==> src/shared/dscg_pkg.sv <==
// deep-sleep clock gate block: register map, field layout and modes.
// assumes a 32-bit AXI4-Lite register bus with one aligned word per register.
package dscg_pkg;

  // register window
  localparam logic [31:0] BASE_ADDR = 32'h400FE000;
  localparam logic [19:0] BASE_PAGE = 20'h400FE;
  localparam logic [11:0] CFG_OFS = 12'h060;
  localparam logic [11:0] RUN_OFS = 12'h100;
  localparam logic [11:0] SLEEP_OFS = 12'h110;
  localparam logic [11:0] DEEP_OFS = 12'h128;
  localparam logic [11:0] STAT_OFS = 12'h200;
  localparam logic [11:0] MASK_OFS = 12'h204;

  // gate word layout, shared by the three gate words, status and mask
  localparam int PHY_BIT = 30;
  localparam int MAC_BIT = 28;
  localparam int PORT_W = 7;
  localparam int NUNIT = 9;
  localparam int UNIT_PHY = 8;
  localparam int UNIT_MAC = 7;
  localparam logic [31:0] GATE_MASK = 32'h5000007F;
  localparam logic [31:0] GATE_RST = 32'h00000000;

  // run-mode clock configuration word
  localparam int ACG_BIT = 27;
  localparam logic [31:0] CFG_MASK = 32'h08000000;
  localparam logic [31:0] CFG_RST = 32'h00000000;

  // bus answers
  localparam logic [1:0] RESP_OKAY = 2'h0;
  localparam logic [1:0] RESP_SLVERR = 2'h2;

  typedef enum logic [1:0] {
    DSCG_RUN = 2'h0,
    DSCG_SLEEP = 2'h1,
    DSCG_DEEP = 2'h3
  } dscg_mode_t;

  function automatic logic [NUNIT-1:0] dscg_to_unit(logic [31:0] w);
    return {w[PHY_BIT], w[MAC_BIT], w[PORT_W-1:0]};
  endfunction : dscg_to_unit

  function automatic logic [31:0] dscg_to_word(logic [NUNIT-1:0] u);
    logic [31:0] r;
    r = GATE_RST;
    r[PHY_BIT] = u[UNIT_PHY];
    r[MAC_BIT] = u[UNIT_MAC];
    r[PORT_W-1:0] = u[PORT_W-1:0];
    return r;
  endfunction : dscg_to_word

endpackage : dscg_pkg

==> src/shared/dscg_gate_if.sv <==
// gate selection signals between the register block and the selector.
// assumes both ends sit on the same clock.
`timescale 1ns/1ps
interface dscg_gate_if;
  logic [dscg_pkg::NUNIT-1:0] run_en;
  logic [dscg_pkg::NUNIT-1:0] sleep_en;
  logic [dscg_pkg::NUNIT-1:0] deep_en;
  logic [dscg_pkg::NUNIT-1:0] cur_en;
  logic [dscg_pkg::NUNIT-1:0] access;
  logic [dscg_pkg::NUNIT-1:0] nxt_en;
  logic [dscg_pkg::NUNIT-1:0] fault;
  logic auto_clock_gating;
  dscg_pkg::dscg_mode_t mode;

  modport ctrl (
    output run_en, sleep_en, deep_en, cur_en, access, auto_clock_gating, mode,
    input nxt_en, fault
  );
  modport sel (
    input run_en, sleep_en, deep_en, cur_en, access, auto_clock_gating, mode,
    output nxt_en, fault
  );
endinterface : dscg_gate_if

==> src/core/dscg_gate_sel.sv <==
// picks the gate word that applies in the current power mode and flags
// accesses to units whose clock is stopped.
// assumes cur_en is the enable the units see now; purely combinational.
`timescale 1ns/1ps
module dscg_gate_sel (
  // selection signals
  dscg_gate_if.sel gi
);
  wire use_sleep;
  wire use_deep;

  // sleep and deep words only count with automatic gating on
  assign use_sleep = gi.auto_clock_gating && (gi.mode == dscg_pkg::DSCG_SLEEP);
  assign use_deep = gi.auto_clock_gating && (gi.mode == dscg_pkg::DSCG_DEEP);
  assign gi.nxt_en = use_deep ? gi.deep_en :
                     (use_sleep ? gi.sleep_en : gi.run_en);
  assign gi.fault = gi.access & ~gi.cur_en;
endmodule : dscg_gate_sel

==> src/core/dscg_top.sv <==
// file holds the deep-sleep clock gate register block with its AXI4-Lite
// slave, mode synchroniser, fault detection and interrupt.
// assumes power-mode requests come asynchronously from pins and unit access
// strobes come from the bus fabric on aclk.
`timescale 1ns/1ps
module dscg_top (
  // clock and reset
  input wire logic aclk,
  input wire logic aresetn,
  // axi4-lite write address
  input wire logic [31:0] awaddr,
  input wire logic [2:0] awprot,
  input wire logic awvalid,
  output logic awready,
  // axi4-lite write data
  input wire logic [31:0] wdata,
  input wire logic [3:0] wstrb,
  input wire logic wvalid,
  output logic wready,
  // axi4-lite write response
  output logic [1:0] bresp,
  output logic bvalid,
  input wire logic bready,
  // axi4-lite read address
  input wire logic [31:0] araddr,
  input wire logic [2:0] arprot,
  input wire logic arvalid,
  output logic arready,
  // axi4-lite read data
  output logic [31:0] rdata,
  output logic [1:0] rresp,
  output logic rvalid,
  input wire logic rready,
  // power mode requests, asynchronous
  input wire logic sleep_req,
  input wire logic deep_sleep_req,
  // unit side
  input wire logic [8:0] unit_access,
  output logic [8:0] unit_clk_en,
  output logic bus_fault,
  // interrupt
  output logic irq
);

  // register state
  logic [31:0] cfg_ff;
  logic [31:0] run_ff;
  logic [31:0] sleep_ff;
  logic [31:0] deep_ff;
  logic [31:0] stat_ff;
  logic [31:0] mask_ff;
  logic [8:0] clk_en_ff;
  logic bus_fault_ff;
  logic irq_ff;

  // bus state
  logic awready_ff;
  logic wready_ff;
  logic aw_held_ff;
  logic w_held_ff;
  logic [11:0] waddr_ff;
  logic wpage_ok_ff;
  logic [31:0] wdata_ff;
  logic [3:0] wstrb_ff;
  logic bvalid_ff;
  logic [1:0] bresp_ff;
  logic arready_ff;
  logic rvalid_ff;
  logic [31:0] rdata_ff;
  logic [1:0] rresp_ff;

  // mode synchroniser, first stage read only by the second
  logic [1:0] msync1_ff;
  logic [1:0] msync2_ff;

  dscg_gate_if gi ();

  dscg_gate_sel u_sel (
    .gi(gi)
  );

  // power mode from the synchronised pins
  wire sync_sleep;
  wire sync_deep;
  dscg_pkg::dscg_mode_t cur_mode;

  assign sync_sleep = msync2_ff[0];
  assign sync_deep = msync2_ff[1];
  assign cur_mode = sync_deep ? dscg_pkg::DSCG_DEEP :
                    (sync_sleep ? dscg_pkg::DSCG_SLEEP : dscg_pkg::DSCG_RUN);

  always_ff @(posedge aclk) begin
    if (!aresetn) begin
      msync1_ff <= 2'h0;
      msync2_ff <= 2'h0;
    end else begin
      msync1_ff <= {deep_sleep_req, sleep_req};
      msync2_ff <= msync1_ff;
    end
  end

  // selector hookup
  wire acg_on;

  assign acg_on = cfg_ff[dscg_pkg::ACG_BIT];
  assign gi.run_en = dscg_pkg::dscg_to_unit(run_ff);
  assign gi.sleep_en = dscg_pkg::dscg_to_unit(sleep_ff);
  assign gi.deep_en = dscg_pkg::dscg_to_unit(deep_ff);
  assign gi.cur_en = clk_en_ff;
  assign gi.access = unit_access;
  assign gi.auto_clock_gating = acg_on;
  assign gi.mode = cur_mode;

  // write channel
  wire aw_take;
  wire w_take;
  wire do_write;
  wire nxt_aw_held;
  wire nxt_w_held;
  wire nxt_bvalid;
  wire [31:0] bmask;
  wire wmapped;
  wire wr_cfg;
  wire wr_run;
  wire wr_sleep;
  wire wr_deep;
  wire wr_stat;
  wire wr_mask;

  assign aw_take = awvalid && awready_ff;
  assign w_take = wvalid && wready_ff;
  // write once both halves are held and the previous answer has gone
  assign do_write = aw_held_ff && w_held_ff && !bvalid_ff;
  assign nxt_aw_held = aw_take || (aw_held_ff && !do_write);
  assign nxt_w_held = w_take || (w_held_ff && !do_write);
  assign nxt_bvalid = do_write || (bvalid_ff && !bready);
  assign bmask = {{8{wstrb_ff[3]}}, {8{wstrb_ff[2]}},
                  {8{wstrb_ff[1]}}, {8{wstrb_ff[0]}}};
  assign wr_cfg = do_write && wpage_ok_ff && (waddr_ff == dscg_pkg::CFG_OFS);
  assign wr_run = do_write && wpage_ok_ff && (waddr_ff == dscg_pkg::RUN_OFS);
  assign wr_sleep = do_write && wpage_ok_ff &&
                    (waddr_ff == dscg_pkg::SLEEP_OFS);
  assign wr_deep = do_write && wpage_ok_ff && (waddr_ff == dscg_pkg::DEEP_OFS);
  assign wr_stat = do_write && wpage_ok_ff && (waddr_ff == dscg_pkg::STAT_OFS);
  assign wr_mask = do_write && wpage_ok_ff && (waddr_ff == dscg_pkg::MASK_OFS);
  assign wmapped = wr_cfg || wr_run || wr_sleep || wr_deep ||
                   wr_stat || wr_mask;

  always_ff @(posedge aclk) begin
    if (!aresetn) begin
      aw_held_ff <= 1'b0;
      w_held_ff <= 1'b0;
      awready_ff <= 1'b1;
      wready_ff <= 1'b1;
      bvalid_ff <= 1'b0;
      bresp_ff <= dscg_pkg::RESP_OKAY;
    end else begin
      aw_held_ff <= nxt_aw_held;
      w_held_ff <= nxt_w_held;
      awready_ff <= !nxt_aw_held;
      wready_ff <= !nxt_w_held;
      bvalid_ff <= nxt_bvalid;
      if (do_write) begin
        bresp_ff <= wmapped ? dscg_pkg::RESP_OKAY : dscg_pkg::RESP_SLVERR;
      end
    end
  end

  // payload latches carry no control meaning, no reset needed
  always_ff @(posedge aclk) begin
    if (aw_take) begin
      waddr_ff <= awaddr[11:0];
      wpage_ok_ff <= (awaddr[31:12] == dscg_pkg::BASE_PAGE);
    end
    if (w_take) begin
      wdata_ff <= wdata;
      wstrb_ff <= wstrb;
    end
  end

  // register update
  wire [31:0] merged;
  wire [31:0] stat_set;
  wire [31:0] stat_clr;
  wire [31:0] nxt_stat;

  assign merged = wdata_ff & bmask;
  assign stat_set = dscg_pkg::dscg_to_word(gi.fault);
  assign stat_clr = wr_stat ? (merged & dscg_pkg::GATE_MASK) : 32'h00000000;
  // a fault in the clearing cycle stays recorded
  assign nxt_stat = (stat_ff & ~stat_clr) | stat_set;

  always_ff @(posedge aclk) begin
    if (!aresetn) begin
      cfg_ff <= dscg_pkg::CFG_RST;
      run_ff <= dscg_pkg::GATE_RST;
      sleep_ff <= dscg_pkg::GATE_RST;
      deep_ff <= dscg_pkg::GATE_RST;
      stat_ff <= dscg_pkg::GATE_RST;
      mask_ff <= dscg_pkg::GATE_RST;
    end else begin
      if (wr_cfg) begin
        cfg_ff <= ((cfg_ff & ~bmask) | merged) & dscg_pkg::CFG_MASK;
      end
      if (wr_run) begin
        run_ff <= ((run_ff & ~bmask) | merged) & dscg_pkg::GATE_MASK;
      end
      if (wr_sleep) begin
        sleep_ff <= ((sleep_ff & ~bmask) | merged) & dscg_pkg::GATE_MASK;
      end
      if (wr_deep) begin
        deep_ff <= ((deep_ff & ~bmask) | merged) & dscg_pkg::GATE_MASK;
      end
      if (wr_mask) begin
        mask_ff <= ((mask_ff & ~bmask) | merged) & dscg_pkg::GATE_MASK;
      end
      stat_ff <= nxt_stat;
    end
  end

  // clock enables, fault, interrupt
  // enables are registered so each unit sees a glitch-free level
  always_ff @(posedge aclk) begin
    if (!aresetn) begin
      clk_en_ff <= 9'h000;
      bus_fault_ff <= 1'b0;
      irq_ff <= 1'b0;
    end else begin
      clk_en_ff <= gi.nxt_en;
      bus_fault_ff <= |gi.fault;
      irq_ff <= |(nxt_stat & mask_ff);
    end
  end

  // read channel
  wire ar_take;
  wire nxt_rvalid;
  wire rpage_ok;
  wire [11:0] roff;
  logic [31:0] rd_word;
  logic rd_hit;

  assign ar_take = arvalid && arready_ff;
  assign nxt_rvalid = ar_take || (rvalid_ff && !rready);
  assign rpage_ok = (araddr[31:12] == dscg_pkg::BASE_PAGE);
  assign roff = araddr[11:0];

  always_comb begin
    rd_word = 32'h00000000;
    rd_hit = rpage_ok;
    unique case (roff)
      dscg_pkg::CFG_OFS: rd_word = cfg_ff;
      dscg_pkg::RUN_OFS: rd_word = run_ff;
      dscg_pkg::SLEEP_OFS: rd_word = sleep_ff;
      dscg_pkg::DEEP_OFS: rd_word = deep_ff;
      dscg_pkg::STAT_OFS: rd_word = stat_ff;
      dscg_pkg::MASK_OFS: rd_word = mask_ff;
      default: rd_hit = 1'b0;
    endcase
  end

  always_ff @(posedge aclk) begin
    if (!aresetn) begin
      arready_ff <= 1'b1;
      rvalid_ff <= 1'b0;
      rdata_ff <= 32'h00000000;
      rresp_ff <= dscg_pkg::RESP_OKAY;
    end else begin
      arready_ff <= !nxt_rvalid;
      rvalid_ff <= nxt_rvalid;
      if (ar_take) begin
        rdata_ff <= rd_hit ? rd_word : 32'h00000000;
        rresp_ff <= rd_hit ? dscg_pkg::RESP_OKAY : dscg_pkg::RESP_SLVERR;
      end
    end
  end

  // outputs, all straight from flops
  assign awready = awready_ff;
  assign wready = wready_ff;
  assign bvalid = bvalid_ff;
  assign bresp = bresp_ff;
  assign arready = arready_ff;
  assign rvalid = rvalid_ff;
  assign rdata = rdata_ff;
  assign rresp = rresp_ff;
  assign unit_clk_en = clk_en_ff;
  assign bus_fault = bus_fault_ff;
  assign irq = irq_ff;

  wire deep_auto;
  assign deep_auto = acg_on && (cur_mode == dscg_pkg::DSCG_DEEP);
endmodule : dscg_top

==> config.mk <==
export PLATFORM = sky130hd
export DESIGN_NAME = dscg_top
export DESIGN_NICKNAME = d
export VERILOG_FILES = /design/src/shared/dscg_pkg.sv /design/src/shared/dscg_gate_if.sv /design/src/core/dscg_gate_sel.sv /design/src/core/dscg_top.sv
export SDC_FILE = /design/constraint.sdc
export NUM_CORES = 1
export LEC_CHECK = 0
export BUFFER_PORTS_ARGS = -buffer_cell sky130_fd_sc_hd__buf_4
export CORE_MARGIN = 8
export CORE_UTILIZATION = 50
export DETAILED_ROUTE_END_ITERATION = 10
export GPL_TIMING_DRIVEN = 0
export HOLD_SLACK_MARGIN = 0.12
export PLACE_DENSITY_LB_ADDON = 0.3
export SETUP_SLACK_MARGIN = 0.15
export SLEW_MARGIN = 5
export SYNTH_ARGS = -nofsm -noshare
export SYNTH_HDL_FRONTEND = slang
export SYNTH_HIERARCHICAL = 1
export SYNTH_SLANG_ARGS = --single-unit
==> constraint.sdc <==
create_clock -name aclk -period 3.3 [get_ports aclk]
set_input_delay 0.825 -clock aclk [delete_from_list [all_inputs] [get_ports aclk]]
set_output_delay 0.825 -clock aclk [all_outputs]
set_load 0.01 [all_outputs]
==> results of run 1 <==
-- kinds of logic after synthesis --
| logic type | after synthesis | share of synthesized area [%] |
|---|---|---|
| buffers and inverters | 58 | 6.85 |
| AOI/OAI and AO/OA | 77 | 10.4 |
| DFF | 105 | 48.4 |
| and+or+nand+nor | 179 | 21.8 |
| muxes | 59 | 12.6 |
| other | 1 | 0.0771 |
-- cells in the final DEF, fill, tap and decap left out, types with 3 or more instances in the layout --
master / netlist / layout
nand4b_1: 3 / 3
clkbuf_8: 0 / 10
mux2_2: 16 / 16
nand3_1: 11 / 11
nor3_1: 9 / 9
nand2_1: 21 / 21
or3_1: 10 / 10
o21ai_0: 14 / 14
nor4_1: 5 / 5
a31oi_1: 3 / 3
or4_1: 3 / 3
conb_1: 1 / 24
a21oi_2: 9 / 9
nor4_2: 3 / 3
edfxtp_1: 25 / 25
buf_4: 26 / 147
or4b_2: 4 / 4
nand4bb_1: 3 / 3
a222oi_1: 9 / 9
and2_1: 16 / 16
dfxtp_1: 80 / 80
nor2b_1: 13 / 13
inv_1: 13 / 14
nand4_1: 8 / 8
a21oi_1: 32 / 32
a41oi_1: 4 / 4
clkbuf_1: 14 / 14
or3b_2: 3 / 3
mux2i_1: 43 / 43
nor2_1: 50 / 50
-- where the power goes --
group,internal [mW],switching (mW),leakage [nW],total (mW)
Clock,0.491,0.429,0.126,0.920
Combinational,0.137,0.118,1.66,0.255
Sequential,1.36,0.0353,0.890,1.39
-- layout make-up --
| cell class | count | area [um2] |
|---|---|---|
| Clock inverter | 5 | 75.1 |
| Buffer | 44 | 280 |
| Sequential cell | 105 | 2350 |
| Tap cell | 133 | 166 |
| Timing Repair Buffer | 121 | 908 |
| Fill cell | 760 | 3330 |
| Multi-Input combinational cell | 339 | 2260 |
| Inverter | 14 | 52.6 |
| Clock buffer | 11 | 163 |
-- metal layers --
metal | wire [um] | vias up | track usage, %
li1 | - | 2001 | -
met1 | 5530 | 1957 | 24.3
met2 | 6510 | 194 | 34.4
met3 | 1190 | 17 | 4.69
met4 | 213 | 0 | 6.92
met5 | 0 | - | 0
-- worst register-to-register path, stage by stage (launching register included) --
cell and delay (ps):
edfxtp_1 410, or4b_2 720, nor3_1 450, nand4_1 620, mux2i_1 370, nor2_1 60
-- final timing paths --
path                start      endpoint  slack (ps)  cells after the start
max             araddr[1]      rdata[3]         440                      7
min          msync1_ff[0]  msync2_ff[0]         440                      1
min reg2reg  msync1_ff[0]  msync2_ff[0]         440                      1
max reg2reg   waddr_ff[7]     flip-flop         560                      5
-- stage by stage --
stage / power (mW) / setup WS [ps]
global placement: 1.66 / 130
floorplan: 1.53 / 621
detailed placement: 1.67 / 134
finish: 2.57 / 444
CTS: 2.58 / 509
global route: 2.66 / 398
==> results.json, run 1 <==
{
  "yosysUniqueCellTypes": 49,
  "arrival_ps": 3140,
  "cpPeakStageDelay_ps": 640,
  "fin_nets": 758,
  "place_congestion": 0.875,
  "synth_top_area_share_pct": 32.9,
  "yosysWarnings": 6,
  "avgRoutedWirePerCell_um": 17.4,
  "clk_latency_ps": 370,
  "worstPathMaxFanout": 10,
  "hp-class": "flip-flop to flip-flop",
  "ys_seq_area_share_pct": 48.4,
  "chipWidth_um": 115,
  "fin_crit_ps": 2860,
  "die_area_mm2": 0.0131,
  "period_share_pct": 86.5,
  "power_leakage_nw": 2.68,
  "synth-edff-count": 25,
  "yosys-top-cells-area": "dfxtp_1 33%, edfxtp_1 15%, mux2i_1 8.9%",
  "status": "complete, no violations",
  "cts.sinks": 105,
  "cts_tree": "built",
  "cts_buffers": 9,
  "hold_violations": 0,
  "clock_skew_ps": 9.06,
  "postSynthCellCount": 479,
  "post-route-util_pct": 65.3,
  "grt_overflow": 0,
  "yosysMostFrequentCell": "dfxtp_1",
  "syn_area_per_cell_um2": 10.2,
  "maxCapViolCount": 0,
  "synth_area_mm2": 0.00486,
  "ys_ff_latch": 105,
  "core-area_mm2": 0.00959,
  "end_kind": "flip-flop",
  "slowest_stage": "nor4_4",
  "clkTransAtPathRegs_ps": 90,
  "grt_max_degree": 17,
  "fmax_mhz": 350,
  "wirelength_mm": 13.4,
  "drive_gt1_share_pct": 32.6,
  "drtPass1Iterations": 6,
  "placed_area_mm2": 0.00602,
  "ys.flop_type": "dfxtp_1",
  "tightest_slew_ps": 1000,
  "synth_common_cells": "80 x dfxtp_1, 50 x nor2_1, 43 x mux2i_1",
  "track_usage_pct": 20.2,
  "setup_viol": 0,
  "grt_setup_unrepaired": "false",
  "synthArstFlopShare_pct": 0,
  "drc": 0,
  "p_per_area_mw_per_mm2": 410,
  "grt_pass1_wl_mm": 20.9,
  "chipHeight_um": 115,
  "vias": 4169,
  "postCtsSetupBuffers": 0,
  "required_ps": 3590,
  "crit_chain": "buf_4 -> or4_1 -> buf_2 -> nor4_4 -> a222oi_1 -> or3_1 -> a21oi_1",
  "final_area_mm2": 0.00626,
  "fin_hold_ws_ps": 441,
  "antenna_found_initial": 0,
  "clock_path_buffers": 2,
  "drtAntennaViolNets": 0,
  "start_util_pct": 50.7,
  "final-max-slew-violation-count": 0,
  "setup_tns_ps": 0,
  "slew_headroom_pct": 32.8,
  "crit_buf_inv": 2,
  "htree_levels": 3,
  "place_hpwl_mm": 10.3,
  "final-instance-count-excl-fill": 772,
  "grt_pass1_vias": 4155,
  "synth.largest_area_cell": "dfxtp_1",
  "cts_root_buf": "clkbuf_8",
  "rows": 36,
  "irDropWorstVdd_uv": 277,
  "viasPerCell": 5.40,
  "ctsHoldBuffers": 0,
  "criticalPathCategory": "primary input to flip-flop",
  "dp.cells": 756,
  "area_growth_pct": 28.8,
  "cts_resized": 0,
  "crit_path_start_kind": "primary input",
  "critical-path-top-delay-family": "simple AND/OR/NAND/NOR gates",
  "drt_iter0_markers": 296,
  "n_antenna_cell": 0,
  "ios": 176,
  "io_buffer_count": 121
}
Power figures use the tool's default switching activity.
==> inputs of run 2 (changes only) <==
CORE_UTILIZATION = 43   (was 50)
SKIP_LAST_GASP = 1   (was not set)
==> results.json, run 2 (synthesis gave the netlist of run 1 again) <==
{
  "ctsHoldBuffers": 0,
  "crit_chain": "buf_4 -> or4_1 -> buf_2 -> nor4_4 -> a222oi_1 -> or3_1 -> a21oi_1",
  "fmax_mhz": 337,
  "hold_violations": 0,
  "drtAntennaViolNets": 0,
  "htree_levels": 3,
  "nFillCells": 1004,
  "fin_nets": 758,
  "multi_input_area_mm2": 0.00226,
  "drtPass1Iterations": 7,
  "drt_iter0_markers": 314,
  "wirelength_mm": 14.1,
  "io_buffer_count": 121,
  "viasPerCell": 5.42,
  "grt_pass1_vias": 4321,
  "setup_tns_ps": 0,
  "grt_setup_unrepaired": "false",
  "final_cell_mix": "147 x buf_4, 80 x dfxtp_1, 50 x nor2_1, 43 x mux2i_1, 32 x a21oi_1",
  "rows": 39,
  "clock_skew_ps": 6.41,
  "irDropWorstVdd_uv": 279,
  "place_hpwl_mm": 10.6,
  "chipWidth_um": 122,
  "avgRoutedWirePerCell_um": 18.0,
  "postCtsSetupBuffers": 0,
  "ios": 176,
  "core-area_mm2": 0.0112,
  "p_per_area_mw_per_mm2": 437,
  "post-route-util_pct": 56.6,
  "area_growth_pct": 30.5,
  "clock_path_buffers": 2,
  "slowest_stage": "nor4_4",
  "cpPeakStageDelay_ps": 730,
  "clkTransAtPathRegs_ps": 60,
  "fin_hold_ws_ps": 441,
  "hp-class": "flip-flop to flip-flop",
  "track_usage_pct": 18.7,
  "r2r-start": "waddr_ff[4]",
  "status": "complete, no violations",
  "critical-path-top-delay-family": "simple AND/OR/NAND/NOR gates",
  "crit_path_start_kind": "primary input",
  "fin_crit_ps": 2960,
  "tightest_slew_ps": 1090,
  "endpoint": "rdata[6]",
  "worstPathMaxFanout": 10,
  "cts_resized": 0,
  "drc": 0,
  "drive_gt1_share_pct": 32.4,
  "die_area_mm2": 0.0150,
  "start_util_pct": 43.3,
  "criticalPathCategory": "primary input to flip-flop",
  "period_share_pct": 89.8,
  "grtUsageMet2_pct": 31.8,
  "cts.sinks": 105,
  "regArea_mm2": 0.00235,
  "cts_buffers": 9,
  "r2r_setup_slack_ps": 400,
  "startpoint": "araddr[1]",
  "place_congestion": 0.963,
  "final-max-slew-violation-count": 0,
  "required_ps": 3570,
  "holdPathStages": 1,
  "slew_headroom_pct": 26.8,
  "chipHeight_um": 122,
  "grt-busiest-layer": "met2",
  "setup_viol": 0,
  "grt_pass1_wl_mm": 21.9,
  "vias": 4235,
  "end_kind": "flip-flop",
  "maxCapViolCount": 0,
  "path_depth": 7,
  "r2r_end": "irq",
  "grtUsageMet3_pct": 4.83,
  "clk_latency_ps": 340,
  "n_antenna_cell": 0,
  "reg2reg_depth": 6,
  "power_leakage_nw": 2.71,
  "cts_tree": "built",
  "cts_root_buf": "clkbuf_16",
  "grt_max_degree": 17,
  "antenna_found_initial": 0,
  "grt_overflow": 0,
  "crit_buf_inv": 2,
  "arrival_ps": 3230,
  "grt_use_met1_pct": 22.5,
  "layout_commonest_cell": "buf_4"
}
## run 2: report_power, final
part	leakage, nW	total (mW)	internal (mW)	switching (mW)
sequential	0.890	1.39	1.36	0.0351
combinational	1.66	0.254	0.137	0.117
clock	0.154	1.12	0.666	0.456
## run 2: area by class of cell
| type | instances | area share (%) |
|---|---|---|
| sequential | 105 | 37.1 |
| multi-input combinational | 339 | 35.7 |
| timing repair buffer | 121 | 14.3 |
| buffer | 44 | 4.42 |
| clock buffer | 11 | 3.67 |
| tap | 143 | 2.82 |
| clock inverter | 5 | 1.24 |
| inverter | 14 | 0.828 |
## run 2: metrics by stage
stage          setup slack (ps)  std cells  total power [mW]  area [um2]
4_1_cts                     383        782              2.79        6350
6_report                    337        782              2.77        6350
3_5_place_dp               44.0        766              1.67        6040
3_3_place_gp               95.3        766              1.67        6040
2_1_floorplan               621        502              1.53        4950
5_1_grt                     270        782              2.88        6350
## run 2: metal layers
metal	wire (um)	part of all wire [%]	vias to the layer above
met2	6750	48	206
met5	0	0	-
li1	-	-	2005
met3	1180	8.4	27
met4	260	1.8	0
met1	5870	42	1997
## run 2: worst min-delay path by stage
stage                     slack, ps            to         start
after floorplan                 410  msync2_ff[1]  msync1_ff[1]
final                           440  msync2_ff[0]  msync1_ff[0]
after CTS                       450  msync2_ff[0]  msync1_ff[0]
after global placement          420  msync2_ff[0]  msync1_ff[0]
after detailed placement        430  msync2_ff[0]  msync1_ff[0]
after global routing            470  msync2_ff[0]  msync1_ff[0]
## run 2: worst reg2reg max path, delay by kind of cell (launching register included)
kind                   cells  cell delay, ps
and+or+nand+nor            3            1380
DFF                        1             490
buffers and inverters      1             490
AOI/OAI and AO/OA          2             400
